File: src/rtl/lsf_defines.svh
// Constants of the link status flag bank: offsets, fields, resets, timing.
// Assumes byte addresses on an 8-bit register port with 16-bit data.
`ifndef LSF_DEFINES_SVH
`define LSF_DEFINES_SVH

// =======================================================
// Register offsets
`define LSF_OFS_P2_STATUS  8'h00
`define LSF_OFS_LINK_ERR   8'h04
`define LSF_OFS_STATION_OK 8'h08
`define LSF_OFS_P2_ERRCODE 8'h0C
`define LSF_OFS_IRQ_STATUS 8'h10
`define LSF_OFS_IRQ_MASK   8'h14
`define LSF_OFS_CTRL       8'h18

// =======================================================
// Field positions
`define LSF_P2_READY_BIT   10
`define LSF_P2_ERROR_BIT   11
`define LSF_LINK_TXERR_BIT 0
`define LSF_CTRL_LINK_EN   0
`define LSF_CTRL_SCAN_EN   1
`define LSF_IRQ_P2_ERR     0
`define LSF_IRQ_LINK_ERR   1
`define LSF_IRQ_STN_DROP   2

// =======================================================
// Reset values
`define LSF_RST_WORD       16'h0000
`define LSF_RST_IRQ        3'h0
`define LSF_RST_CTRL       2'h3

// =======================================================
// Timing
`define LSF_CLK_MHZ        250
`define LSF_SCAN_NS        1000
`define LSF_SCAN_CYCLES    ((`LSF_SCAN_NS * `LSF_CLK_MHZ) / 1000)

`endif

File: src/rtl/lsf_pkg.sv
// Types shared by the link status flag bank.
// Assumes nothing beyond a SystemVerilog compiler.
package lsf_pkg;

  typedef logic [15:0] lsf_word_t;

  // One-hot states of the second serial port transfer tracker
  typedef enum logic [1:0] {
    LSF_P2_IDLE = 2'b01,
    LSF_P2_BUSY = 2'b10
  } lsf_p2_e;

endpackage

File: src/rtl/lsf_link_status_flags.sv
// Read-only status flag bank for the second serial port and the
// controller-to-controller link, with a small interrupt unit.
// Assumes all inputs are synchronous to clk and come from the scan logic.
`timescale 1ns/1ps
`default_nettype none
`include "lsf_defines.svh"

module lsf_link_status_flags (
  // Clock and reset
  input  wire logic        clk,
  input  wire logic        srst,
  // Register port
  input  wire logic [7:0]  reg_addr,
  input  wire logic [15:0] reg_wdata,
  input  wire logic        reg_wr,
  input  wire logic        reg_rd,
  output var  logic [15:0] reg_rdata,
  // Second serial port events
  input  wire logic        p2_instr_start,
  input  wire logic        p2_instr_done,
  input  wire logic        p2_comm_error,
  input  wire logic [15:0] p2_error_code,
  // Link events
  input  wire logic        link_tx_error,
  input  wire logic        link_area_cfg_error,
  // Per-station state
  input  wire logic [15:0] station_running,
  input  wire logic [15:0] station_error,
  input  wire logic [15:0] station_link_mode,
  input  wire logic [15:0] station_comm_ok,
  // Interrupt
  output var  logic        irq
);

  // =======================================================
  // Scan divider
  // One tick a scan period stands in for the controller's scan.
  // Clearing scan enable freezes every scanned flag, so software can
  // take a steady snapshot; port two flags do not wait for the tick.
  localparam int unsigned SCAN_CYC = `LSF_SCAN_CYCLES;
  localparam logic [8:0]  SCAN_MAX = 9'(SCAN_CYC - 1);

  logic [8:0] scan_cnt;
  logic [8:0] next_scan_cnt;
  logic       scan_tick;
  logic       next_scan_tick;
  logic [1:0] ctrl;
  logic [1:0] next_ctrl;

  // Wrap by compare, as the period is not a power of two
  always_comb begin
    next_scan_cnt  = scan_cnt;
    next_scan_tick = 1'b0;
    if (ctrl[`LSF_CTRL_SCAN_EN]) begin
      if (scan_cnt == SCAN_MAX) begin
        next_scan_cnt  = 9'h000;
        next_scan_tick = 1'b1;
      end else begin
        next_scan_cnt = scan_cnt + 9'h001;
      end
    end
  end

  always_ff @(posedge clk) begin
    if (srst) begin
      scan_cnt  <= 9'h000;
      scan_tick <= 1'b0;
    end else begin
      scan_cnt  <= next_scan_cnt;
      scan_tick <= next_scan_tick;
    end
  end

  // =======================================================
  // Second serial port tracker
  lsf_pkg::lsf_p2_e p2_state;
  lsf_pkg::lsf_p2_e next_p2_state;
  logic             p2_err_flag;
  logic             next_p2_err_flag;
  logic [15:0]      p2_err_code;
  logic [15:0]      next_p2_err_code;
  logic             p2_err_event;

  // Errors outside a running transfer are not this port's instructions.
  // A start while busy is dropped as well, so the flag always describes
  // the transfer that is running or ran last.
  // The code is kept across starts so the last cause stays readable.
  assign p2_err_event = (p2_state == lsf_pkg::LSF_P2_BUSY) && p2_comm_error;

  always_comb begin
    next_p2_state    = p2_state;
    next_p2_err_flag = p2_err_flag;
    next_p2_err_code = p2_err_code;
    case (p2_state)
      lsf_pkg::LSF_P2_IDLE: begin
        if (p2_instr_start) begin
          next_p2_state    = lsf_pkg::LSF_P2_BUSY;
          next_p2_err_flag = 1'b0;
        end
      end
      lsf_pkg::LSF_P2_BUSY: begin
        if (p2_instr_done) begin
          next_p2_state = lsf_pkg::LSF_P2_IDLE;
        end
      end
      default: next_p2_state = lsf_pkg::LSF_P2_IDLE;
    endcase
    // An error in the ending cycle still counts
    if (p2_err_event) begin
      next_p2_err_flag = 1'b1;
      next_p2_err_code = p2_error_code;
    end
  end

  always_ff @(posedge clk) begin
    if (srst) begin
      p2_state    <= lsf_pkg::LSF_P2_IDLE;
      p2_err_flag <= 1'b0;
      p2_err_code <= `LSF_RST_WORD;
    end else begin
      p2_state    <= next_p2_state;
      p2_err_flag <= next_p2_err_flag;
      p2_err_code <= next_p2_err_code;
    end
  end

  // =======================================================
  // Link error flag, refreshed once a scan
  logic link_err_flag;
  logic next_link_err_flag;
  logic link_err_pend;
  logic next_link_err_pend;
  logic link_en;

  // The flag is rebuilt at each tick: a lasting settings fault keeps it
  // high, while a single transmission error shows for one scan only.
  assign link_en = ctrl[`LSF_CTRL_LINK_EN];

  always_comb begin
    next_link_err_flag = link_err_flag;
    // Short error pulses between ticks are held until the next tick
    next_link_err_pend = link_err_pend | (link_en & link_tx_error);
    if (scan_tick) begin
      next_link_err_flag = link_en & (next_link_err_pend
                           | link_area_cfg_error);
      next_link_err_pend = 1'b0;
    end
  end

  always_ff @(posedge clk) begin
    if (srst) begin
      link_err_flag <= 1'b0;
      link_err_pend <= 1'b0;
    end else begin
      link_err_flag <= next_link_err_flag;
      link_err_pend <= next_link_err_pend;
    end
  end

  // =======================================================
  // Station assurance flags
  logic [15:0] stn_ok;
  logic [15:0] next_stn_ok;
  logic [15:0] stn_healthy;

  // A station is reported only while every condition holds at the tick;
  // any one of stop, error or leaving link mode drops it.
  assign stn_healthy = {16{link_en}} & station_link_mode & station_running
                       & ~station_error & station_comm_ok;

  generate
    for (genvar i = 0; i < 16; i++) begin : g_stn
      assign next_stn_ok[i] = scan_tick ? stn_healthy[i] : stn_ok[i];
    end
  endgenerate

  // Station flags stand still between ticks, like a scan image
  always_ff @(posedge clk) begin
    if (srst) begin
      stn_ok <= `LSF_RST_WORD;
    end else begin
      stn_ok <= next_stn_ok;
    end
  end

  // =======================================================
  // Status words
  lsf_pkg::lsf_word_t p2_word;
  lsf_pkg::lsf_word_t link_word;

  // Unused bits are tied to zero here, so no write path can reach them
  always_comb begin
    p2_word = `LSF_RST_WORD;
    p2_word[`LSF_P2_READY_BIT] = (p2_state == lsf_pkg::LSF_P2_IDLE);
    p2_word[`LSF_P2_ERROR_BIT] = p2_err_flag;
  end

  always_comb begin
    link_word = `LSF_RST_WORD;
    link_word[`LSF_LINK_TXERR_BIT] = link_err_flag;
  end

  // =======================================================
  // Interrupt unit
  logic [2:0] irq_stat;
  logic [2:0] next_irq_stat;
  logic [2:0] irq_mask;
  logic [2:0] next_irq_mask;
  logic [2:0] irq_evt;
  logic [2:0] irq_clr;
  logic       next_irq;
  logic       wr_irq_stat;
  logic       wr_irq_mask;
  logic       wr_ctrl;

  // Write decode; the status words have no write path at all
  assign wr_irq_stat = reg_wr && (reg_addr == `LSF_OFS_IRQ_STATUS);
  assign wr_irq_mask = reg_wr && (reg_addr == `LSF_OFS_IRQ_MASK);
  assign wr_ctrl     = reg_wr && (reg_addr == `LSF_OFS_CTRL);

  // Link errors count on the rising flag, not per scan, so a lasting
  // settings fault raises the interrupt once rather than every tick
  always_comb begin
    irq_evt = 3'h0;
    irq_evt[`LSF_IRQ_P2_ERR]   = p2_err_event;
    irq_evt[`LSF_IRQ_LINK_ERR] = next_link_err_flag & ~link_err_flag;
    irq_evt[`LSF_IRQ_STN_DROP] = |(stn_ok & ~next_stn_ok);
    irq_clr = 3'h0;
    if (wr_irq_stat) begin
      irq_clr = reg_wdata[2:0];
    end
    // A new event beats a clear in the same cycle
    next_irq_stat = (irq_stat & ~irq_clr) | irq_evt;
    next_irq_mask = irq_mask;
    next_ctrl     = ctrl;
    if (wr_irq_mask) begin
      next_irq_mask = reg_wdata[2:0];
    end
    if (wr_ctrl) begin
      next_ctrl = reg_wdata[1:0];
    end
    next_irq = |(next_irq_stat & next_irq_mask);
  end

  // The output is registered, so it cannot glitch while status and mask move
  always_ff @(posedge clk) begin
    if (srst) begin
      irq_stat <= `LSF_RST_IRQ;
      irq_mask <= `LSF_RST_IRQ;
      ctrl     <= `LSF_RST_CTRL;
      irq      <= 1'b0;
    end else begin
      irq_stat <= next_irq_stat;
      irq_mask <= next_irq_mask;
      ctrl     <= next_ctrl;
      irq      <= next_irq;
    end
  end

  // =======================================================
  // Read port: data stand one cycle after the strobe, else zero
  // Reads have no side effects; a flag is only cleared by hardware or,
  // for interrupt status, by writing a one.
  logic [15:0] next_rdata;

  always_comb begin
    next_rdata = 16'h0000;
    if (reg_rd) begin
      case (reg_addr)
        `LSF_OFS_P2_STATUS:  next_rdata = p2_word;
        `LSF_OFS_LINK_ERR:   next_rdata = link_word;
        `LSF_OFS_STATION_OK: next_rdata = stn_ok;
        `LSF_OFS_P2_ERRCODE: next_rdata = p2_err_code;
        `LSF_OFS_IRQ_STATUS: next_rdata = {13'h0000, irq_stat};
        `LSF_OFS_IRQ_MASK:   next_rdata = {13'h0000, irq_mask};
        `LSF_OFS_CTRL:       next_rdata = {14'h0000, ctrl};
        default:             next_rdata = 16'h0000;
      endcase
    end
  end

  always_ff @(posedge clk) begin
    if (srst) begin
      reg_rdata <= 16'h0000;
    end else begin
      reg_rdata <= next_rdata;
    end
  end

endmodule

`default_nettype wire

File: config.mk
export PLATFORM = sky130hd
export DESIGN_NAME = lsf_link_status_flags
export DESIGN_NICKNAME = d
export VERILOG_FILES = /design/src/rtl/lsf_pkg.sv /design/src/rtl/lsf_link_status_flags.sv
export VERILOG_INCLUDE_DIRS = /design/src /design/src/rtl
export SDC_FILE = /design/constraint.sdc
export NUM_CORES = 1
export LEC_CHECK = 0
export BUFFER_PORTS_ARGS = -buffer_cell sky130_fd_sc_hd__buf_4
export CORE_MARGIN = 2
export CORE_UTILIZATION = 53
export CTS_BUF_LIST = sky130_fd_sc_hd__clkbuf_4
export DETAILED_ROUTE_END_ITERATION = 7
export PLACE_DENSITY = 0.87
export RECOVER_POWER = 50
export SLEW_MARGIN = 20
export SYNTH_ARGS = -nofsm -noshare
export SYNTH_HDL_FRONTEND = slang
export SYNTH_SLANG_ARGS = --single-unit
File: constraint.sdc
create_clock -name clk -period 4 [get_ports clk]
set_input_delay 1.2 -clock clk [delete_from_list [all_inputs] [get_ports clk]]
set_output_delay 1.2 -clock clk [all_outputs]
set_load 0.02 [all_outputs]
Word level (Yosys, flattened, before mapping)

Cells that the tools add are included.

Equal/unequal tests: 11
$add $sub $neg: 1
Shift operators: 0
Mux-type cells: 28
$mul: 0
Div/mod/pow operators: 0
$lt $le $gt $ge: 0
Bitwise logic cells: 19
Reductions and logical operators: 14

Operators with widths:

| operator              | number |
|---|---|
| $pmux W16 S7          | 1 |
| $and A16 B16 Y16      | 5 |
| $not A16 Y16          | 2 |
| $eq A8 B5 Y1 const B  | 3 |
| $mux W1               | 21 |
| $eq A8 B4 Y1 const B  | 2 |
| $reduce_or A16 Y1     | 1 |
| $add A9 B1 Y9 const B | 1 |
| $eq A9 B8 Y1 const B  | 1 |
| $mux W9               | 1 |
| $eq A8 B3 Y1 const B  | 1 |
| $logic_not A8 Y1      | 1 |
| $and A3 B3 Y3         | 2 |
| $mux W3               | 2 |
| $reduce_or A2 Y1      | 3 |
| $logic_and A1 B1 Y1   | 4 |
| $mux W2               | 2 |
| $ne A2 B2 Y1 const B  | 2 |
| $pmux W2 S2           | 1 |
| $reduce_and A2 Y1     | 2 |
| $reduce_bool A2 Y1    | 2 |
| $and A1 B1 Y1         | 3 |
| $not A1 Y1            | 3 |
| $not A3 Y3            | 1 |
| 5 further kinds       | 6 |

RAM bits: 0
Memories kept: 0
Bits in latches: 0
Word-level logic and storage cells: 86
Input bits: 113
Bits in read-only memories: 0
Flip-flop bits (word level): 72
Output and inout bits: 17

Depth between registers and ports, before layout

Gate-level depths: netlist of run 1.

Word-level depth: 11
Depth in mapped cells: 7
Depth with buffers taken out: 5

Worst setup path after synthesis of run 1

OpenSTA, ideal clock, no wires.

Path type: input -> register
Start: input port reg_addr[3]
End: register irq
Buffers on the path: 1
Setup slack: 1,396 ps
Library setup time: 130 ps
Data arrival time: 2,475 ps
Stages: 6
Data required time: 3,870 ps
Cell sequence: buf_6 -> or4b_4 -> o31ai_2 -> a21oi_1 -> a222oi_1 -> o21ai_1

Cells in the longest elaborated chain, start to end: 8
Elaborated cells on any way between the ends: 11
Classes of those cells: eq/ne (2); mux (2); bitwise (4); reduce/logical (3)

Ends and longest elaborated chain:

| element              | RTL line                     | RTL |
|---|---|---|
| start, declared      | lsf_link_status_flags.sv:13  | `input wire logic [7:0] reg_addr,` |
| $eq A8 B5 Y1         | --                           |  |
| $logic_and A1 B1 Y1  | lsf_link_status_flags.sv:217 | `` assign wr_irq_stat = reg_wr && (reg_addr == `LSF_OFS_IRQ_STATUS); `` |
| $mux W3              | lsf_link_status_flags.sv:229 | `if (wr_irq_stat) begin` |
| $not A3 Y3           | lsf_link_status_flags.sv:233 | `next_irq_stat = (irq_stat & ~irq_clr) \| irq_evt;` |
| $and A3 B3 Y3        | lsf_link_status_flags.sv:233 |  |
| $or A3 B3 Y3         | lsf_link_status_flags.sv:233 |  |
| $and A3 B3 Y3 *      | lsf_link_status_flags.sv:242 | `next_irq = \|(next_irq_stat & next_irq_mask);` |
| $reduce_or A3 Y1 *   | lsf_link_status_flags.sv:242 |  |
| end signal, assigned | lsf_link_status_flags.sv:256 | `irq <= next_irq;` |
| end, declared        | lsf_link_status_flags.sv:32  | `output var logic irq` |

Mark *: on every way between the ends. The rest lies on a longest branch, timed or not.
A chain may end at the register's enable or synchronous reset.

Worst setup path in the final report of run 1

Start: input port srst
End: register reg_rdata[11]

Cells in the longest elaborated chain, start to end: 1

Ends and longest elaborated chain:

| element                    | RTL line                     | RTL |
|---|---|---|
| start, declared            | lsf_link_status_flags.sv:11  | `input wire logic srst,` |
| $reduce_or A2 Y1 (no line) | --                           |  |
| end signal, assigned       | lsf_link_status_flags.sv:286 | `reg_rdata <= next_rdata;` |
| end, declared              | lsf_link_status_flags.sv:17  | `output var logic [15:0] reg_rdata,` |

Every way passes these cells.

==> run summary, run 1 <==
The path with the worst hold slack has its endpoint at p2_err_code[5]$_SDFFE_PP0P_. The worst hold path begins at p2_err_code[5]$_SDFFE_PP0P_. Synthesis produced 368 cells. H-tree depth: 3. The sum of routed wire length over all layers was 8.451 mm.

The aggregate global-route resource usage came out at 25.91%. Summed over its instances, the top area cell type makes up 46.87% of the synthesized netlist area. Commonest register cell after synthesis: sky130_fd_sc_hd__dfxtp_1.

Headroom to the max-slew limit came out at -38.91%. In this run, synthesis produced a sequential element count of 72. In the final routed layout, each cell accounts on average for 15.28 um. The logs give 0.006428 mm2 for the die area and 0 for the post-detailed-route DRC marker count. The cell area after technology mapping is 0.003075 mm2. The share of synthesized flip-flops with an asynchronous set or reset works out to 0%.

Fraction of layout cells with a size suffix above 1: 28.48%. The die height was 80.18 um. The first global-routing pass estimated 12.91 mm of wire.

The tools report the type of element capturing the critical path as a flop. Detailed placement ended at an HPWL of 6.202 mm. The logic depth of the worst register-to-register path works out to 5. For the max-slew violation count, the log shows 50. The number of antenna violations at the first check in global routing was 0; the slew at the pin with the worst max-slew slack was 2.084 ns. The leakage power total is 1.587 nW, and the power per unit of standard cell area is 331.8 mW/mm2.

The final hold slack was 0.4635 ns; the count of warnings emitted by yosys was 0. The number of buffers inserted by port buffering is 116. The master cell of the clock root buffer was sky130_fd_sc_hd__clkbuf_4. The biggest fanout along the worst timing path came out at 49. Required time reported for the critical path endpoint: 4.27 ns. The number of endpoints with negative hold slack in the final report was 0; the final clock period utilization by the worst path was 80.29%. The worst register-to-register path ends at irq_stat[2]$_SDFF_PP0_. Counting flops with a built-in enable in the synthesized netlist gives 0.

STA classifies the critical path startpoint as a primary input. The initial utilization of the core area, before any placement, comes to 55.51%. Setup slack on the worst reg-to-reg path comes out at 1.64 ns. The number of distinct standard cells referenced by the synthesized netlist came out at 48. Across all setup checks in the final design, the least slack found is 0.7883 ns.

Counting I/O delays and the setup requirement, the final critical path takes 3.212 ns. The detail route stage leaves a number of antenna-violating nets equal to 0. Clock skew on the completed layout was measured at 0.01564 ns. The number of nets handed over by synthesis was 483. Dividing the synthesized area by the synthesized cell count gives 8.357 um2. Global routing finished with a remaining overflow of 0. For the number of global-route vias before repair, the log shows 2795. The checks that failed: capacitance limit, slew limit. In this run the core area contains 27 standard-cell rows. Summed over all failing endpoints, the final setup total negative slack is 0 ns.

The run gives 1 as the max-capacitance violation count. The area growth from synthesis to layout is 33.69%. The path category of the worst min-delay check was reg2reg. In this run, post-CTS hold repair placed 0 buffers. Critical path start-end classification: in2reg. After the first detailed-routing iteration, the DRC count stood at 266. The die is 80.18 um wide. The total area inside the core boundary comes to 0.005540 mm2.

The peak supply drop is 0.0002796 V, and the vias after detailed routing is 3108. Layout net count: 591. The clock net in this run drives a total of 72 sinks.

The number of top-level pins was 130; the utilization after layout was 74.21%. The number of clock buffers added by TritonCTS is 9. Post-CTS timing repair inserted 0 buffers for setup.

Fraction of the yosys area taken by sequential cells: 46.87%. Setup repair after global routing left no endpoint under its margin. STA puts the critical path data arrival time at 3.48 ns. The repair_antennas step left the layout with diodes totalling 0. For the worst-skew pair, the clock arrives at the later sink with an insertion delay of 0.42 ns.

The clock transition at the registers of the reported paths was 0.11 ns. Summed over all instances, the cell type with the most area after synthesis is sky130_fd_sc_hd__dfxtp_1. The first detailed-routing pass took 5 iterations.

The run gives 0 as the final setup violation count. Static timing analysis puts the maximum clock frequency at 0.3114 GHz. Routability-driven placement finished with a final weighted congestion of 0.8694. The flow ran to the end, but the final reports show violations. The post-cts gate resize count is 0. The tools report the critical register-to-register path startpoint as ctrl[0]$_SDFFE_PP1P_. The maximum root-to-sink buffer count is 2, and the via-per-instance ratio is 5.620. TritonCTS built the clock tree. Entering global routing, the biggest net connects 50 pins. Sorting the synthesized cells by area gives the leading types as sky130_fd_sc_hd__dfxtp_1, sky130_fd_sc_hd__nor2_1, sky130_fd_sc_hd__a21oi_1.

The number of instances on the worst hold path was 2; the pre-CTS worst setup slack was 0.7963 ns.
[worst max path at each step]
stage                      from                  endpoint  depth (start not counted)
global placement    reg_addr[5]   reg_rdata[2]$_SDFF_PP0_                          5
CTS                 reg_addr[5]   reg_rdata[1]$_SDFF_PP0_                          5
finish                     srst  reg_rdata[11]$_SDFF_PP0_                          3
detailed placement  reg_addr[5]   reg_rdata[1]$_SDFF_PP0_                          5
global route               srst  reg_rdata[11]$_SDFF_PP0_                          3
floorplan           reg_addr[3]            irq$_SDFF_PP0_                          6
[layout by cell type, fill, tap and decap left out, drive strengths merged, types with 3 or more instances in the layout]
master and n:
o21ai 18, buf 117, dfxtp 72, nor3 9
clkinv 3, mux2i 5, nand4b 17, nand3 7
nand3b 3, a222oi 3, o31ai 3, nor2 60
clkbuf 11, a22oi 13, nand2b 6, a21oi 42
nand4 10, xor2 7, nand2 42
[logic make-up after synthesis]
kind of cell | Yosys count | share of synthesized area, %
AND/OR/NAND/NOR | 168 | 27.66
adder cells (fa/ha/maj) | 2 | 0.8135
multiplexers | 5 | 1.627
flip-flops | 72 | 46.87
AO/OA/AOI/OAI | 89 | 17.29
buffers and inverters | 24 | 3.458
XOR/XNOR | 8 | 2.278
[flip-flops by register name (all words and copies together), names as in the netlist]
| signal | count |
|---|---|
| ctrl | 2 |
| irq | 1 |
| irq_mask | 3 |
| irq_stat | 3 |
| link_err_flag | 1 |
| link_err_pend | 1 |
| p2_err_code | 16 |
| p2_err_flag | 1 |
| p2_state | 2 |
| reg_rdata | 16 |
| scan_cnt | 9 |
| scan_tick | 1 |
| stn_ok | 16 |
[per-layer routing]
layer / wire, um / GRT usage (%)
met3: 706 / 4.157
met4: 216 / 12.20
met2: 4060 / 41.08
met5: 0 / 0
met1: 3468 / 34.44
[Yosys cell counts, types with 2 or more instances]
| cell type | instances |
|---|---|
| sky130_fd_sc_hd__nor3_2 | 2 |
| sky130_fd_sc_hd__nor2b_1 | 2 |
| sky130_fd_sc_hd__dfxtp_1 | 72 |
| sky130_fd_sc_hd__nand3b_1 | 3 |
| sky130_fd_sc_hd__buf_2 | 4 |
| sky130_fd_sc_hd__nor2_1 | 60 |
| sky130_fd_sc_hd__o21ai_0 | 17 |
| sky130_fd_sc_hd__nand4_1 | 10 |
| sky130_fd_sc_hd__nor3_1 | 7 |
| sky130_fd_sc_hd__a222oi_1 | 3 |
| sky130_fd_sc_hd__mux2i_1 | 5 |
| sky130_fd_sc_hd__and3_1 | 2 |
| sky130_fd_sc_hd__a21oi_1 | 42 |
| sky130_fd_sc_hd__xor2_1 | 7 |
| sky130_fd_sc_hd__nand3_1 | 7 |
| sky130_fd_sc_hd__inv_1 | 2 |
| sky130_fd_sc_hd__a22oi_1 | 13 |
| sky130_fd_sc_hd__o22ai_1 | 2 |
| sky130_fd_sc_hd__nand2_1 | 42 |
| sky130_fd_sc_hd__clkbuf_1 | 14 |
| sky130_fd_sc_hd__ha_1 | 2 |
| sky130_fd_sc_hd__nor4_1 | 2 |
| sky130_fd_sc_hd__nand2b_1 | 6 |
| sky130_fd_sc_hd__nand4b_1 | 17 |
| sky130_fd_sc_hd__o31ai_1 | 2 |
[power breakdown]
group | internal (mW) | total [mW] | leakage, nW | switching, mW
sequential | 0.723 | 0.730 | 0.581 | 0.00696
combinational | 0.0766 | 0.121 | 0.926 | 0.0449
clock | 0.257 | 0.512 | 0.0800 | 0.255
total | 1.06 | 1.36 | 1.59 | 0.307
[worst max-delay path, cell delays in order]
cell and delay (ns):
sky130_fd_sc_hd__clkbuf_1 1.46, sky130_fd_sc_hd__nand4b_1 0.67, sky130_fd_sc_hd__nor2_1 0.13
[stage by stage]
| stage | instances | area (um2) | power, mW |
|---|---|---|---|
| floorplan | 368 | 3075 | 0.7845 |
| global placement | 537 | 3956 | 0.8640 |
| detailed placement | 537 | 3956 | 0.8674 |
| finish | 553 | 4111 | 1.364 |
| global route | 553 | 4111 | 1.416 |
| CTS | 553 | 4115 | 1.366 |
[cell type report]
cell class	count	area [um2]
clock buffers	10	75.07
multi-input cells	272	1528
well taps	72	90.09
clock inverters	6	83.83
repair buffers	118	882.1
inverters	3	11.26
fillers	436	1429
flip-flops and latches	72	1441
(Power assumes the default switching activity.)
==> run 2, diff against run 1 <==
ABC_AREA = 1   (was unset)
CORE_UTILIZATION = 50   (was 53)
PLACE_DENSITY = 0.82   (was 0.87)
clock period = 3 ns   (was 4 ns; I/O delays follow)
==> run 2 against run 1 <==
The run now ends clean; cell count rose by 18%; via count is 6.8% higher; first-iteration DRC count is 38% lower; total power increased by 28%; sequential power increased by 33%; combinational power increased by 37%; utilization down 6.9 points; critical path type unchanged; critical endpoint is now reg_rdata[9]$_SDFF_PP0_; largest cell class unchanged.
==> run summary, run 2 <==
The run gives 3144 as the number of global-route vias before repair. The tools report the antenna diode count as 0. On the final layout, the worst clock skew is 0.01106 ns.

After legalization and detailed placement, the total HPWL measured 6.332 mm. Using the TritonRoute via totals, the vias-per-cell ratio works out to 5.081. Headroom to the max-slew limit came out at 54.10%. The length of the first detailed-routing pass in iterations was 4.

For this design the static power due to leakage is 1.895 nW. For the worst setup path, the data required time is 3.34 ns. The net count after synthesis is 572, and the overall overflow remaining after global route is 0. Biggest cell delay along the critical path: 0.49 ns. TritonCTS built the clock tree. The area growth from synthesis to layout is 30.44%. The timing-limited maximum frequency came out at 0.4396 GHz.

Power spread over the standard cell area amounts to 409.6 mW/mm2. The logs give 0 for the number of antenna violations at the first check in global routing and 8.254 mm for the sum of routed wire length over all layers. No sink is reached through more buffers than the 2 on the longest clock path. The library cell used most frequently in the layout, excluding fill and tap cells, is sky130_fd_sc_hd__buf_4. After synthesis, the largest area contributor takes up 44.22% of total cell area. The library cell contributing the largest single delay on the critical path is sky130_fd_sc_hd__nand3_1. After clock tree synthesis, the repair step resized 0 gates. After detailed routing, the number of remaining DRC violations is 0.

Synthesis inferred 72 register bits. Net switching share of the total power: 24.04%. Once the floorplan was initialized, standard cells occupied 51.63% of the core. In this run the tool buffered the top-level ports with 116 buffer cells. Data on the critical path arrives at its endpoint at 2.61 ns. The run gives 457 as the instance count of the mapped netlist. The total core area was 0.006314 mm2; the final hold slack was 0.4545 ns. The run finished with clean final reports.

Summing every instance area after synthesis gives 0.003259 mm2. The logs give 44.22% for the fraction of the yosys area taken by sequential cells and 1.323 mW for the internal power. Buffers added to address setup during post-CTS repair amount to 0. 130 I/O pins were placed. Of the total power, the clock network draws 34.6%. The post-cts hold buffer count was 0; the wire length per cell after detailed routing was 12.64 um.

The final setup violation count came out at 0. Setup repair after global routing left no endpoint under its margin. The clock latency of the later-clocked register in the worst-skew pair came out at 0.42 ns. The run gives 686 as the layout net count. At the pin with the least slew margin, the transition time is 0.6876 ns. The biggest area consumer among synthesized cells was sky130_fd_sc_hd__dfxtp_1.

The commonest register cell after synthesis is sky130_fd_sc_hd__dfxtp_1. VDD sags by at most 0.0002780 V. By area the synthesized netlist is led by sky130_fd_sc_hd__dfxtp_1, sky130_fd_sc_hd__nand2_1, sky130_fd_sc_hd__a21oi_1. Entering global routing, the biggest net connects 29 pins. The clock net in this run drives a total of 72 sinks.

The run gives 55.8% as the sequential cell fraction of total power. The final clock period utilization by the worst path came out at 75.83%. The number of endpoints with negative hold slack in the final report came out at 0. For this run, the total global-route usage over all layers was measured as 22.69%. The max-capacitance violation count is 0, and the count of routing violations after the opening detailed-route iteration is 166. The startpoint type of the worst setup path was a primary input.

The net switching component of the power is 0.4187 mW, and the count of warnings emitted by yosys is 0. The share of total power dissipated in combinational logic is 9.5%. The post-layout minimum cycle time is 2.275 ns. The critical path in this run is classified as in2reg. The floorplan step defined a die boundary enclosing 0.007181 mm2. In this run the vertical extent of the chip is 84.74 um. The tools report the type of element capturing the critical path as a flop. The run gives 3 as the H-tree depth.

The tree is rooted in a sky130_fd_sc_hd__clkbuf_4. The family of cells with the greatest summed delay on the critical path was simple AND/OR/NAND/NOR gates. Of the cells placed in the final design, the portion with a size suffix greater than 1 is 24.13%.

The largest registers in the layout are p2_err_code (16), reg_rdata (16), stn_ok (16). The number of nets with antenna violations after routing is 0, and the number of distinct standard cells referenced by the synthesized netlist is 38. Path category of the worst min-delay check: reg2reg. The first global-routing pass estimated 13.25 mm of wire. In the layout the commonest cells are sky130_fd_sc_hd__buf_4, sky130_fd_sc_hd__nand2_1, sky130_fd_sc_hd__dfxtp_1. Most common cell in the synthesized netlist: sky130_fd_sc_hd__nand2_1.

After floorplanning, the core was divided into 29 placement rows. In this run, synthesis inferred 0 flip-flops with an integrated enable. The commonest cells after synthesis are sky130_fd_sc_hd__nand2_1, sky130_fd_sc_hd__dfxtp_1, sky130_fd_sc_hd__a21oi_1, sky130_fd_sc_hd__inv_1, sky130_fd_sc_hd__nor2_1. Clock-pin slew was measured on the worst setup and hold paths at 0.12 ns. The share of synthesized flip-flops with an asynchronous set or reset was 0%; the number of buffers created by CTS was 9. The critical path goes through clkbuf_4 > nor2_1 > clkinv_1 > a311oi_1 > nand3_1 > a21oi_1.

The max-slew violation count came out at 0. Together, buffers and inverters on the worst path number 2. After synthesis, the mean cell area works out to 7.132 um2. Routability-driven placement finished with a final weighted congestion of 0.9124.

The biggest fanout along the worst timing path is 16, and the vias after detailed routing is 3318. For the final routed database, the setup TNS stands at 0 ns. From left edge to right edge, the die measures 84.74 um.
## run 2: worst paths after layout
path / slack [ns] / cells past startpoint / start / endpoint
setup / recovery: 0.73 / 6 / reg_addr[1] / reg_rdata[9]$_SDFF_PP0_
setup reg to reg: 1.11 / 9 / scan_tick$_SDFF_PP0_ / irq$_SDFF_PP0_
hold reg to reg: 0.45 / 2 / p2_err_code[9]$_SDFFE_PP0P_ / p2_err_code[9]$_SDFFE_PP0P_
hold / removal: 0.45 / 2 / p2_err_code[9]$_SDFFE_PP0P_ / p2_err_code[9]$_SDFFE_PP0P_
## run 2: layout make-up
| type | instances | area [um2] |
|---|---|---|
| fillers | 565 | 2062 |
| multi-input cells | 308 | 1473 |
| clock inverters | 7 | 71.32 |
| repair buffers | 118 | 867.1 |
| flip-flops and latches | 72 | 1441 |
| clock buffers | 9 | 67.56 |
| well taps | 77 | 96.34 |
| inverters | 62 | 235.2 |
## run 2: worst reg2reg max path, stage by stage, from the launching register on
cell	delay [ns]
sky130_fd_sc_hd__dfxtp_1	0.78
sky130_fd_sc_hd__nand2_4	0.11
sky130_fd_sc_hd__inv_4	0.17
sky130_fd_sc_hd__o21ai_0	0.16
sky130_fd_sc_hd__or2_2	0.32
sky130_fd_sc_hd__nand2_1	0.07
sky130_fd_sc_hd__nand2_1	0.04
sky130_fd_sc_hd__nand2_1	0.07
sky130_fd_sc_hd__nand2_1	0.05
sky130_fd_sc_hd__nand2_1	0.06
## run 2: cell families after synthesis
logic type	after synthesis	synth area share (%)
compound gates	94	15.36
xor+xnor	2	0.5375
fa+ha+maj	2	0.7676
buf+inv	77	9.636
flops	72	44.22
simple gates	210	29.48
## run 2: metrics by stage
stage               utilization [%]  total power [mW]  cell area (um2)  setup slack, ns  cells
floorplan                         -             1.048             3259            1.096    457
global placement              65.93             1.159             4163           0.7561    637
detailed placement            65.93             1.164             4163           0.7467    637
CTS                           68.13             1.760             4302            1.137    653
global route                  67.34             1.815             4252           0.5697    653
finish                        67.34             1.742             4252           0.7252    653
## run 2: layer usage
metal / global-route usage (%) / wire [um] / vias to the layer above
li1: - / - / 1705
met1: 26.66 / 3424 / 1507
met2: 39.44 / 4201 / 94
met3: 7.473 / 539 / 12
met4: 6.638 / 89 / 0
met5: 0 / 0 / -
## run 2: power by group through the flow
stage	logic [mW]	registers [mW]	clock network, mW
final	0.166	0.972	0.603
after global routing	0.184	0.974	0.657
after CTS	0.171	0.972	0.616
after detailed placement	0.170	0.994	0
after global placement	0.165	0.993	0
after floorplan	0.0556	0.993	0
